[src/serial_unit_pkg.sv]
// Purpose: Shared constants and types for the serial unit control block.
// Assumes: 16-bit register port, byte-style addresses in steps of four.
// Notes: Offsets are local to this block's register window.
package serial_unit_pkg;

  // ==========================================================
  // Register port geometry
  localparam int ADDR_W = 8;
  localparam int DATA_W = 16;

  // ==========================================================
  // Register offsets
  localparam logic [7:0] ADDR_CLK_ENABLE = 8'h00;
  localparam logic [7:0] ADDR_PRESCALER = 8'h04;
  localparam logic [7:0] ADDR_STOP_TRIG = 8'h08;
  localparam logic [7:0] ADDR_IRQ_MASK = 8'h0c;
  localparam logic [7:0] ADDR_IRQ_REQ = 8'h10;
  localparam logic [7:0] ADDR_CHAN_CTRL = 8'h14;
  localparam logic [7:0] ADDR_CHAN_STAT = 8'h18;
  localparam logic [7:0] ADDR_EVT_STATUS = 8'h1c;
  localparam logic [7:0] ADDR_EVT_CLEAR = 8'h20;
  localparam logic [7:0] ADDR_EVT_ENABLE = 8'h24;

  // ==========================================================
  // Field positions
  localparam int GATE_BIT = 2;
  localparam int PRESC_FIRST_LSB = 0;
  localparam int PRESC_SECOND_LSB = 4;
  localparam int PRESC_W = 4;
  localparam int STOP_BIT = 0;
  localparam int CH_IRQ_BIT = 5;
  localparam int CTRL_START_BIT = 0;
  localparam int CTRL_SRC_BIT = 1;
  localparam int EVT_CHAN_IRQ = 0;
  localparam int EVT_STOPPED = 1;
  localparam int EVT_W = 2;
  localparam int DIV_W = 15;

  // ==========================================================
  // Reset values and fixed read bits
  localparam logic [7:0] CLK_ENABLE_RESET = 8'h00;
  localparam logic [7:0] IRQ_MASK_RESET = 8'hff;
  localparam logic [7:0] IRQ_REQ_RESET = 8'h00;
  localparam logic [7:0] MASK_FIXED_ONES = 8'h18;
  localparam logic [7:0] REQ_KEEP = 8'he7;
  localparam logic [3:0] PRESC_RESET = 4'h0;
  localparam logic [DATA_W-1:0] READ_ZERO = 16'h0000;

  // Low-bit mask that decides a divide-by-2^sel tick
  function automatic logic [DIV_W-1:0] div_mask(input logic [3:0] sel);
    logic [15:0] m;
    m = (16'h0001 << sel) - 16'h0001;
    return m[DIV_W-1:0];
  endfunction

endpackage

[src/prescale_if.sv]
// Purpose: Carries prescaler selects and operation clock ticks.
// Assumes: One clock domain shared by both ends.
// Notes: Ticks are one-cycle enable pulses.
`timescale 1ns/1ps
interface prescale_if;
  logic run;
  logic [3:0] selFirst;
  logic [3:0] selSecond;
  logic tickFirst;
  logic tickSecond;
  modport ctrl(output run, output selFirst, output selSecond, input tickFirst, input tickSecond);
  modport div(input run, input selFirst, input selSecond, output tickFirst, output tickSecond);
endinterface

[src/prescale_divider.sv]
// Purpose: Free-running divider giving two power-of-two tick enables.
// Assumes: run low holds the counter cleared.
// Notes: Ticks fall where the low sel bits of the count are all ones.
`timescale 1ns/1ps
module prescale_divider
  import serial_unit_pkg::*;
(
  input wire logic ref_clk, // System clock
  input wire logic nrst, // Sync reset, active low
  prescale_if.div pif // Selects in, ticks out
);

  typedef struct packed {
    logic [DIV_W-1:0] cnt;
  } div_state_type;

  div_state_type st_reg;
  div_state_type st_next;

  // ==========================================================
  // Counter; cleared while the unit is held so ticks restart aligned
  always_comb begin
    st_next = st_reg;
    if (!pif.run) begin
      st_next.cnt = '0;
    end else begin
      st_next.cnt = st_reg.cnt + {{(DIV_W-1){1'b0}}, 1'b1};
    end
  end

  always_ff @(posedge ref_clk) begin
    if (!nrst) begin
      st_reg <= '0;
    end else begin
      st_reg <= st_next;
    end
  end

  // Shared mask function keeps both selects identical in scheme
  assign pif.tickFirst = pif.run && ((st_reg.cnt & div_mask(pif.selFirst)) == div_mask(pif.selFirst));
  assign pif.tickSecond = pif.run && ((st_reg.cnt & div_mask(pif.selSecond)) == div_mask(pif.selSecond));

endmodule

[src/serial_unit_ctrl.sv]
// Purpose: Clock gate, prescaler, channel stop and interrupt flags of a serial unit.
// Assumes: Register port with read data one cycle after the read strobe.
// Notes: Shift engine lives outside and reports transfer-end and buffer-empty pulses.
//
// Chosen here: the register offsets and the address-and-strobe port.
`timescale 1ns/1ps

// Overview of operation
// - With the clock gate bit at 0 the unit gets no clock, sits in reset and ignores writes to its registers.
// - With the clock gate bit at 1 the unit is clocked and its registers can be read and written.
// - The first operation clock is the system clock divided by two to the power of the low prescaler field.
// - Writing 1 to the channel zero stop trigger clears its enable status and stops it; writing 0 does nothing.
// - The channel zero interrupt mask bit at 1 blocks the interrupt and at 0 lets it through.
// - The channel zero request flag reads 1 while a request is pending and software clears it by writing 0.
// - The source select picks transfer-end when 0 and buffer-empty when 1.
module serial_unit_ctrl
  import serial_unit_pkg::*;
(
  input wire logic ref_clk, // System clock, 125 MHz
  input wire logic nrst, // Sync reset, active low
  input wire logic [ADDR_W-1:0] regAddr, // Register address
  input wire logic [DATA_W-1:0] regWdata, // Write data
  input wire logic regWr, // Write strobe
  input wire logic regRd, // Read strobe
  output logic [DATA_W-1:0] regRdata, // Read data, cycle after strobe
  input wire logic transferEnd, // Shift engine transfer-end pulse
  input wire logic bufferEmpty, // Shift engine buffer-empty pulse
  output logic unitClockEn, // Unit input clock enable
  output logic unitResetN, // Unit reset, active low
  output logic firstOpClkEn, // First operation clock tick
  output logic secondOpClkEn, // Second operation clock tick
  output logic chanEnable, // Channel zero enable status
  output logic chanIrqReq, // Unmasked channel zero request
  output logic irq // Block interrupt, level
);

  typedef struct packed {
    logic [7:0] clkEnable;
    logic [3:0] prescFirst;
    logic [3:0] prescSecond;
    logic chanEn;
    logic srcSel;
    logic [7:0] irqMask;
    logic [7:0] irqReq;
    logic [EVT_W-1:0] evtStatus;
    logic [EVT_W-1:0] evtEnable;
    logic [DATA_W-1:0] rdata;
  } ctrl_state_type;

  localparam ctrl_state_type STATE_RESET = '{
    clkEnable: CLK_ENABLE_RESET,
    prescFirst: PRESC_RESET,
    prescSecond: PRESC_RESET,
    chanEn: 1'b0,
    srcSel: 1'b0,
    irqMask: IRQ_MASK_RESET,
    irqReq: IRQ_REQ_RESET,
    evtStatus: '0,
    evtEnable: '0,
    rdata: READ_ZERO
  };

  ctrl_state_type st_reg;
  ctrl_state_type st_next;

  logic gateOn;
  logic wrPresc;
  logic wrStop;
  logic wrCtrl;
  logic wrIrqReq;
  logic chanEvt;
  logic stopEvt;
  logic [EVT_W-1:0] evtSet;
  logic [DATA_W-1:0] rdMux;
  logic [7:0] prescView;

  prescale_if pif();

  // ==========================================================
  // Operation clock divider
  prescale_divider u_div (
    .ref_clk(ref_clk),
    .nrst(nrst),
    .pif(pif.div)
  );

  // Divider only runs while the unit is clocked
  assign pif.run = gateOn;
  assign pif.selFirst = st_reg.prescFirst;
  assign pif.selSecond = st_reg.prescSecond;

  // ==========================================================
  // Decode and events
  assign gateOn = st_reg.clkEnable[GATE_BIT];
  // Unit registers only take writes while the gate is open
  assign wrPresc = regWr && gateOn && (regAddr == ADDR_PRESCALER);
  assign wrStop = regWr && gateOn && (regAddr == ADDR_STOP_TRIG);
  assign wrCtrl = regWr && gateOn && (regAddr == ADDR_CHAN_CTRL);
  assign wrIrqReq = regWr && (regAddr == ADDR_IRQ_REQ);
  // Selected source raises the channel request
  assign chanEvt = gateOn && st_reg.chanEn && (st_reg.srcSel ? bufferEmpty : transferEnd);
  assign stopEvt = wrStop && regWdata[STOP_BIT] && st_reg.chanEn;
  assign prescView = {st_reg.prescSecond, st_reg.prescFirst};

  always_comb begin
    evtSet = '0;
    evtSet[EVT_CHAN_IRQ] = chanEvt;
    evtSet[EVT_STOPPED] = stopEvt;
  end

  // ==========================================================
  // Read multiplexer; gated unit registers read as zero
  always_comb begin
    rdMux = READ_ZERO;
    case (regAddr)
      ADDR_CLK_ENABLE: begin
        rdMux[7:0] = st_reg.clkEnable;
      end
      ADDR_PRESCALER: begin
        if (gateOn) begin
          rdMux[7:0] = prescView;
        end
      end
      ADDR_IRQ_MASK: begin
        rdMux[7:0] = st_reg.irqMask | MASK_FIXED_ONES;
      end
      ADDR_IRQ_REQ: begin
        rdMux[7:0] = st_reg.irqReq & REQ_KEEP;
      end
      ADDR_CHAN_CTRL: begin
        if (gateOn) begin
          rdMux[CTRL_SRC_BIT] = st_reg.srcSel;
        end
      end
      ADDR_CHAN_STAT: begin
        rdMux[0] = st_reg.chanEn;
      end
      ADDR_EVT_STATUS: begin
        rdMux[EVT_W-1:0] = st_reg.evtStatus;
      end
      ADDR_EVT_ENABLE: begin
        rdMux[EVT_W-1:0] = st_reg.evtEnable;
      end
      default: begin
        rdMux = READ_ZERO;
      end
    endcase
  end

  // ==========================================================
  // Next state
  always_comb begin
    st_next = st_reg;
    st_next.rdata = regRd ? rdMux : READ_ZERO;
    if (regWr && (regAddr == ADDR_CLK_ENABLE)) begin
      st_next.clkEnable = regWdata[7:0];
    end
    if (wrPresc) begin
      st_next.prescFirst = regWdata[PRESC_FIRST_LSB +: PRESC_W];
      st_next.prescSecond = regWdata[PRESC_SECOND_LSB +: PRESC_W];
    end
    if (wrCtrl) begin
      st_next.srcSel = regWdata[CTRL_SRC_BIT];
      if (regWdata[CTRL_START_BIT]) begin
        st_next.chanEn = 1'b1;
      end
    end
    // Stop trigger 1 clears enable; a 0 leaves it alone
    if (wrStop && regWdata[STOP_BIT]) begin
      st_next.chanEn = 1'b0;
    end
    if (regWr && (regAddr == ADDR_IRQ_MASK)) begin
      st_next.irqMask = regWdata[7:0];
    end
    // Hardware set wins over a software clear in the same cycle
    if (wrIrqReq) begin
      st_next.irqReq = regWdata[7:0] & REQ_KEEP;
    end
    if (chanEvt) begin
      st_next.irqReq[CH_IRQ_BIT] = 1'b1;
    end
    if (regWr && (regAddr == ADDR_EVT_ENABLE)) begin
      st_next.evtEnable = regWdata[EVT_W-1:0];
    end
    if (regWr && (regAddr == ADDR_EVT_CLEAR)) begin
      st_next.evtStatus = st_reg.evtStatus & ~regWdata[EVT_W-1:0];
    end
    st_next.evtStatus = st_next.evtStatus | evtSet;
    // Closed gate holds the unit in reset; keyed on the gate's next value
    // so that no unit state survives into the first cycle with the gate at 0
    if (!st_next.clkEnable[GATE_BIT]) begin
      st_next.prescFirst = PRESC_RESET;
      st_next.prescSecond = PRESC_RESET;
      st_next.chanEn = 1'b0;
      st_next.srcSel = 1'b0;
    end
  end

  always_ff @(posedge ref_clk) begin
    if (!nrst) begin
      st_reg <= STATE_RESET;
    end else begin
      st_reg <= st_next;
    end
  end

  // ==========================================================
  // Outputs
  assign regRdata = st_reg.rdata;
  assign unitClockEn = gateOn;
  assign unitResetN = gateOn;
  assign firstOpClkEn = pif.tickFirst;
  assign secondOpClkEn = pif.tickSecond;
  assign chanEnable = st_reg.chanEn;
  // Mask only blocks servicing; the flag itself stays visible
  assign chanIrqReq = st_reg.irqReq[CH_IRQ_BIT] && !st_reg.irqMask[CH_IRQ_BIT];
  assign irq = |(st_reg.evtStatus & st_reg.evtEnable);
endmodule

[config.mk]
export PLATFORM = sky130hd
export DESIGN_NAME = serial_unit_ctrl
export DESIGN_NICKNAME = d
export VERILOG_FILES = /design/src/serial_unit_pkg.sv /design/src/prescale_if.sv /design/src/prescale_divider.sv /design/src/serial_unit_ctrl.sv
export SDC_FILE = /design/constraint.sdc
export NUM_CORES = 1
export LEC_CHECK = 0
export ABC_AREA = 1
export ABC_CLOCK_PERIOD_IN_PS = 1680
export BUFFER_PORTS_ARGS = -buffer_cell sky130_fd_sc_hd__buf_4
export CAP_MARGIN = 20
export CORE_MARGIN = 2
export CORE_UTILIZATION = 52
export CTS_CLUSTER_SIZE = 40
export DETAILED_ROUTE_END_ITERATION = 12
export PLACE_DENSITY = 0.82
export SLEW_MARGIN = 20
export SYNTH_ARGS = -nofsm -noshare
export SYNTH_HDL_FRONTEND = slang
export SYNTH_SLANG_ARGS = --single-unit
[constraint.sdc]
create_clock -name ref_clk -period 1.68 [get_ports ref_clk]
set_input_delay 0.168 -clock ref_clk [delete_from_list [all_inputs] [get_ports ref_clk]]
set_output_delay 0.168 -clock ref_clk [all_outputs]
set_load 0.05 [all_outputs]
Yosys cells after proc, flatten, opt, wreduce, memory -nomap -nowiden
Cells that the tools add are included.
- bits in registers: 67
- input port bits: 30
- output and inout bits: 23
- logic and storage cells: 73
- add/subtract/negate cells: 3
- eq/ne operators: 11
- shift operators: 2
- mux-type cells: 10
- bitwise operators: 8
- reductions and logical operators: 25
- operators with widths (cell ; number):
    $eq 8x5->1 const B ; 4
    $and 15x15->15 ; 2
    $eq 15x15->1 ; 2
    $shl 1x4->15 const A ; 2
    $sub 15x1->15 const B ; 2
    $pmux 6 s4 ; 1
    $eq 8x4->1 const B ; 2
    $eq 8x6->1 const B ; 2
    $logic_and 1x1->1 ; 16
    $add 15x1->15 const B ; 1
    $pmux 1 s7 ; 2
    $eq 8x3->1 const B ; 1
    $logic_not 8->1 ; 1
    $mux 8 ; 1
    $reduce_and 2->1 ; 4
    $mux 6 ; 1
    $and 2x2->2 ; 2
    $mux 1 ; 3
    $mux 3 ; 1
    $reduce_or 3->1 ; 1
    $mux 2 ; 1
    $not 1->1 ; 2
    $not 2->2 ; 1
    $or 2x2->2 ; 1
    3 further kinds ; 3

Depth between registers and ports, before layout
- word-level depth: 5
- mapped depth: 14
- mapped depth without buffers: 13

By module
A second synthesis with hierarchy kept.
- cell total of the unflattened synthesis: 558
- area total of the unflattened synthesis: 3565.9 µm²
- modules (own cells, without submodules) (module ; times used ; cells an instance ; area an instance (µm²) ; sequential area each (µm²)):
    serial_unit_ctrl ; 1 ; 328 ; 2245.9 ; 840.8
    prescale_divider ; 1 ; 230 ; 1320.0 ; 300.3

Worst setup path before layout
No wires, ideal clock.
- path kind: reg-to-output
- start: reg st_reg (netlist bit pif.selFirst[3])
- end: out firstOpClkEn
- arrival: 2184 ps
- required time: 1512 ps
- path slack: -672 ps
- cell stages (with the launch flop): 15
- path buffers: 1
- cell sequence: dfxtp_1 > buf_4 > inv_1 > nand2_2 > nor2_1 > inv_1 > ha_1 > inv_1 > nand2_1 > nand3_1 > nor2_1 > nand3_1 > nor2_1 > nand3_1 > nor2_1
- cells in the longest elaborated chain, start to end: 5
- ends and longest elaborated chain (element ; line ; text):
    start: declaration ; serial_unit_ctrl.sv:63 ; ctrl_state_type st_reg;
    start signal: assignment ; serial_unit_ctrl.sv:203 ; st_reg <= st_next;
    $shl 1x4->15 (*) ; serial_unit_pkg.sv:52 ; m = (16'h0001 << sel) - 16'h0001;
    $sub 15x1->15 (*) ; serial_unit_pkg.sv:52 ;
    $and 15x15->15 ; prescale_divider.sv:40 ; assign pif.tickFirst = pif.run && ((st_reg.cnt & div_mask(pif.selFirst)) == div_mask(pif.selFirst));
    $eq 15x15->1 (*) ; prescale_divider.sv:40 ;
    $logic_and 1x1->1 (*) ; prescale_divider.sv:40 ;
    end: declaration ; serial_unit_ctrl.sv:30 ; output logic firstOpClkEn,
Mark *: on every way between the ends. The rest lies on a longest branch, timed or not.

Final worst setup path
- start: reg st_reg (netlist bit pif.selFirst[1])
- end: out firstOpClkEn
Same word-level chain as after synthesis.

==> flow_results.org <==
** Run status
- The flow ran to the end, but the final reports show violations.
- The final reports fail on negative setup slack.

** Final layout
- The register with the most flip-flops in the layout has 24 of them.
- After the last flow step, the layout net total stands at 663.
- Of the cells placed in the final design, the portion with a size suffix greater than 1 is 0.263.
- Excluding fillers, the count of instances in the completed layout stands at 711.
- Antenna Cells :: 0
- Layout overhead on the synthesized area :: 27.2%
- Final core utilization :: 0.693

** CTS
- Number of sinks handled by clock tree synthesis :: 57
- The H-tree was split into 3 levels.
- Clock-pin slew was measured on the worst setup and hold paths at 70 ps.
- Clock latency at the later pin of the worst-skew pair :: 350 ps
- Clock root buffer master :: clkbuf_8
- TritonCTS built the clock tree.
- Bufs on Longest Clock Path :: 2
- CTS hold repair buffers :: 0
- TritonCTS created 9 clock buffers.

** GRT
- The number of global-route vias before repair came to 3752.
- Global route overflow :: 0
- Maximum number of pins on one net before global-route repair :: 23
- For this run, the total global-route usage over all layers was measured as 0.290.
- Wire length of the first global-routing pass :: 17.0 mm
- Initial antenna violation count :: 0

** Pwr
- Cell area power density :: 695 nW/um^2
- Power comes to 3.11 mW.
- Summed over all cells, the static leakage comes to 1.96 nW.
- Maximum vdd ir drop :: 0.000548 V

** Setup path
- Crit path max fanout :: 3
- Data on the critical path is required at its endpoint by 1510 ps.
- Type of the worst setup path :: reg2out
- The worst setup path is launched from a flop.
- Crit path arrival time :: 2090 ps
- Endpoint class of the critical path :: output pin

** Die
- Cell Rows :: 29
- I/O pin total :: 53
- The die covers 7440 sq um.
- For this configuration, the core starts out at a cell density of 0.545.
- Placeable core region :: 6460 sq um
- Die height :: 86.2 um
- From left edge to right edge, the die measures 86.2 um.

** Detailed routing
- The count of nets left with antenna violations once routing finished came out at 0.
- Iteration-0 DRC count of the detailed router :: 654
- The final route contains 4003 vias.
- First-pass iteration count of the detailed router :: 7
- Dividing the detail-routed via count by the number of cells gives 5.63.
- Drt total wl :: 10.5 mm
- DRC violation count after routing :: 0
- In the final routed layout, each cell accounts on average for 14.8 um.

** Logic synthesis
- Average cell area after synthesis :: 6.31 sq um
- Primary flip-flop cell chosen by synthesis mapping :: dfxtp_1
- Synthesis instantiated 38 different standard cells from the library.
- Summed instance area of the synthesized netlist :: 3520 sq um
- Sequential area share after synthesis :: 0.324
- Register bit count reported by yosys :: 57
- After synthesis, the share of flip-flops with an asynchronous set or reset is 0.
- Gate Count Post-Synth :: 557
- Number of flops mapped to enable cells by yosys :: 0
- Yosys printed 0 warnings.

** Place
- Number of instances in the placed design :: 692
- Weighted congestion reported at the end of routability-driven placement :: 0.987
- Count of port buffers added during placement :: 36
- Worst slack, placed :: -289 ps
- HPWL after detailed placement :: 7.29 mm

** STA
- The number of hold violations in the final report came to 0.
- On the final layout, the worst clock skew is 9.87 ps.
- Maximum operating frequency :: 443 MHz
- Final count of negative-setup-slack endpoints :: 2
- Max-slew violation count :: 0
- Slew at the pin closest to its max-slew limit :: 498 ps
- Period Utilization, post-route :: 1.34
- Setup repair after global routing missed its margin :: true
- Least setup slack across all paths after layout :: -576 ps
- Rel. slew slack :: 0.666
- Subtracting the final worst setup slack from the clock period gives 2260 ps.

** Flow run
- The tool flagged a number of max-cap violations equal to 0.

** Min path
- Min-Delay Path Class :: in2reg
final cells by class:
class | instances | area (sq um)
Inverter | 67 | 260
Clock inverter | 5 | 104
Clock buffer | 10 | 138
Fill cell | 519 | 1980
Sequential cell | 57 | 1160
Timing Repair Buffer | 84 | 642
Multi-Input combinational cell | 411 | 2080
Tap cell | 77 | 96.3
per-layer routing:
layer	vias to the layer above	GRT usage	wire length [um]	part of all wire
met1	1837	0.368	4340	0.41
met4	0	0.0895	230	0.022
met3	30	0.0886	1160	0.11
met2	235	0.476	4800	0.46
met5	-	0	0	0
li1	1901	-	-	-
cells in the final DEF (no fill, tap or decap), types with 2 or more instances in the layout:
master / count
o211ai_1: 6
nor3_1: 8
dfxtp_4: 3
inv_2: 9
nand3_1: 48
inv_4: 3
nand2_2: 7
clkinv_2: 2
nor2_4: 11
a21oi_2: 9
buf_4: 81
nand3_2: 4
o21ai_1: 2
nand2_1: 136
buf_6: 3
ha_4: 2
nor3_4: 3
dfxtp_1: 49
a21oi_1: 31
conb_1: 8
nand4_1: 7
nor2_1: 80
dfxtp_2: 5
o21ai_0: 29
nand2_4: 2
bufinv_16: 3
clkbuf_8: 10
inv_1: 53
nor2_2: 7
what timing repair did:
action | in CTS | in global routing
hold endpoints to repair | 0 | 0
setup endpoints to repair | 2 | 4
buffers inserted | 1 | 3
cloned | 0 | 0
resized for setup | 13 | 22
pin swaps | 4 | 8
cells in the mapped netlist, types with 2 or more instances:
| cell type | instances | area [sq um] |
|---|---|---|
| o211ai_1 | 6 | 45.0 |
| dfxtp_1 | 57 | 1140 |
| nor3_4 | 2 | 32.5 |
| nor2_4 | 3 | 33.8 |
| nor3_1 | 9 | 45.0 |
| o21ai_0 | 29 | 145 |
| ha_1 | 3 | 37.5 |
| nand2_2 | 5 | 31.3 |
| nand4_1 | 7 | 43.8 |
| a21oi_1 | 31 | 155 |
| nor2_1 | 90 | 338 |
| clkbuf_1 | 3 | 11.3 |
| inv_2 | 5 | 18.8 |
| nand3_1 | 51 | 255 |
| buf_4 | 21 | 158 |
| nor2_2 | 5 | 31.3 |
| a21oi_2 | 9 | 78.8 |
| buf_2 | 4 | 20.0 |
| o21ai_1 | 2 | 10.0 |
| nand2_1 | 139 | 522 |
| inv_1 | 59 | 221 |
where the power goes:
part	leakage [nW]	switching (mW)	internal (mW)
clock network	0.122	0.584	1.02
registers	0.464	0.000749	1.35
logic	1.37	0.115	0.0471
total	1.96	0.700	2.41
cells by family (layout without fill, tap and decap cells):
kind of cell / after synthesis / in the layout / share of synthesized area
compound gates: 82 / 82 / 0.135
xor+xnor: 2 / 2 / 0.00498
fa+ha+maj: 3 / 3 / 0.0107
buf+inv: 96 / 166 / 0.129
flops: 57 / 57 / 0.324
other cells: 1 / 8 / 0.00107
simple gates: 316 / 316 / 0.395
critical path, cell delays in order (launching register included):
cell and delay (ps):
dfxtp_4 360, nor2_4 100, inv_2 50, nor2_4 110
inv_2 60, ha_4 260, inv_2 30, nand2_2 50
nand3_2 60, nor2_2 110, nand3_1 90, nor2_1 130
nand3_2 90, nor2_4 90, buf_6 160
final timing paths:
kind / startpoint / end / slack, ps / cells after the start
max reg2reg: unitClockEn$_SDFF_PN0_ / u_div.st_reg[7]$_SDFF_PN0_ / 120 / 5
max: pif.selFirst[1]$_SDFFE_PN0P_ / firstOpClkEn / -580 / 14
min: regWdata[2] / st_reg[30]$_SDFFE_PN1P_ / 70 / 3
min reg2reg: st_reg[53]$_SDFFE_PN0P_ / st_reg[53]$_SDFFE_PN0P_ / 460 / 2
metrics by stage:
| stage | area, sq um | setup TNS [ps] | hold WS, ps |
|---|---|---|---|
| after global placement | 4090 | -305 | 418 |
| after CTS | 4380 | -1120 | 62.4 |
| after global routing | 4470 | -1340 | 86.9 |
| final | 4470 | -1070 | 74.1 |
| after floorplan | 3610 | -375 | 281 |
| after detailed placement | 4090 | -504 | 429 |
Note: power is estimated with default switching activity, not from simulation.
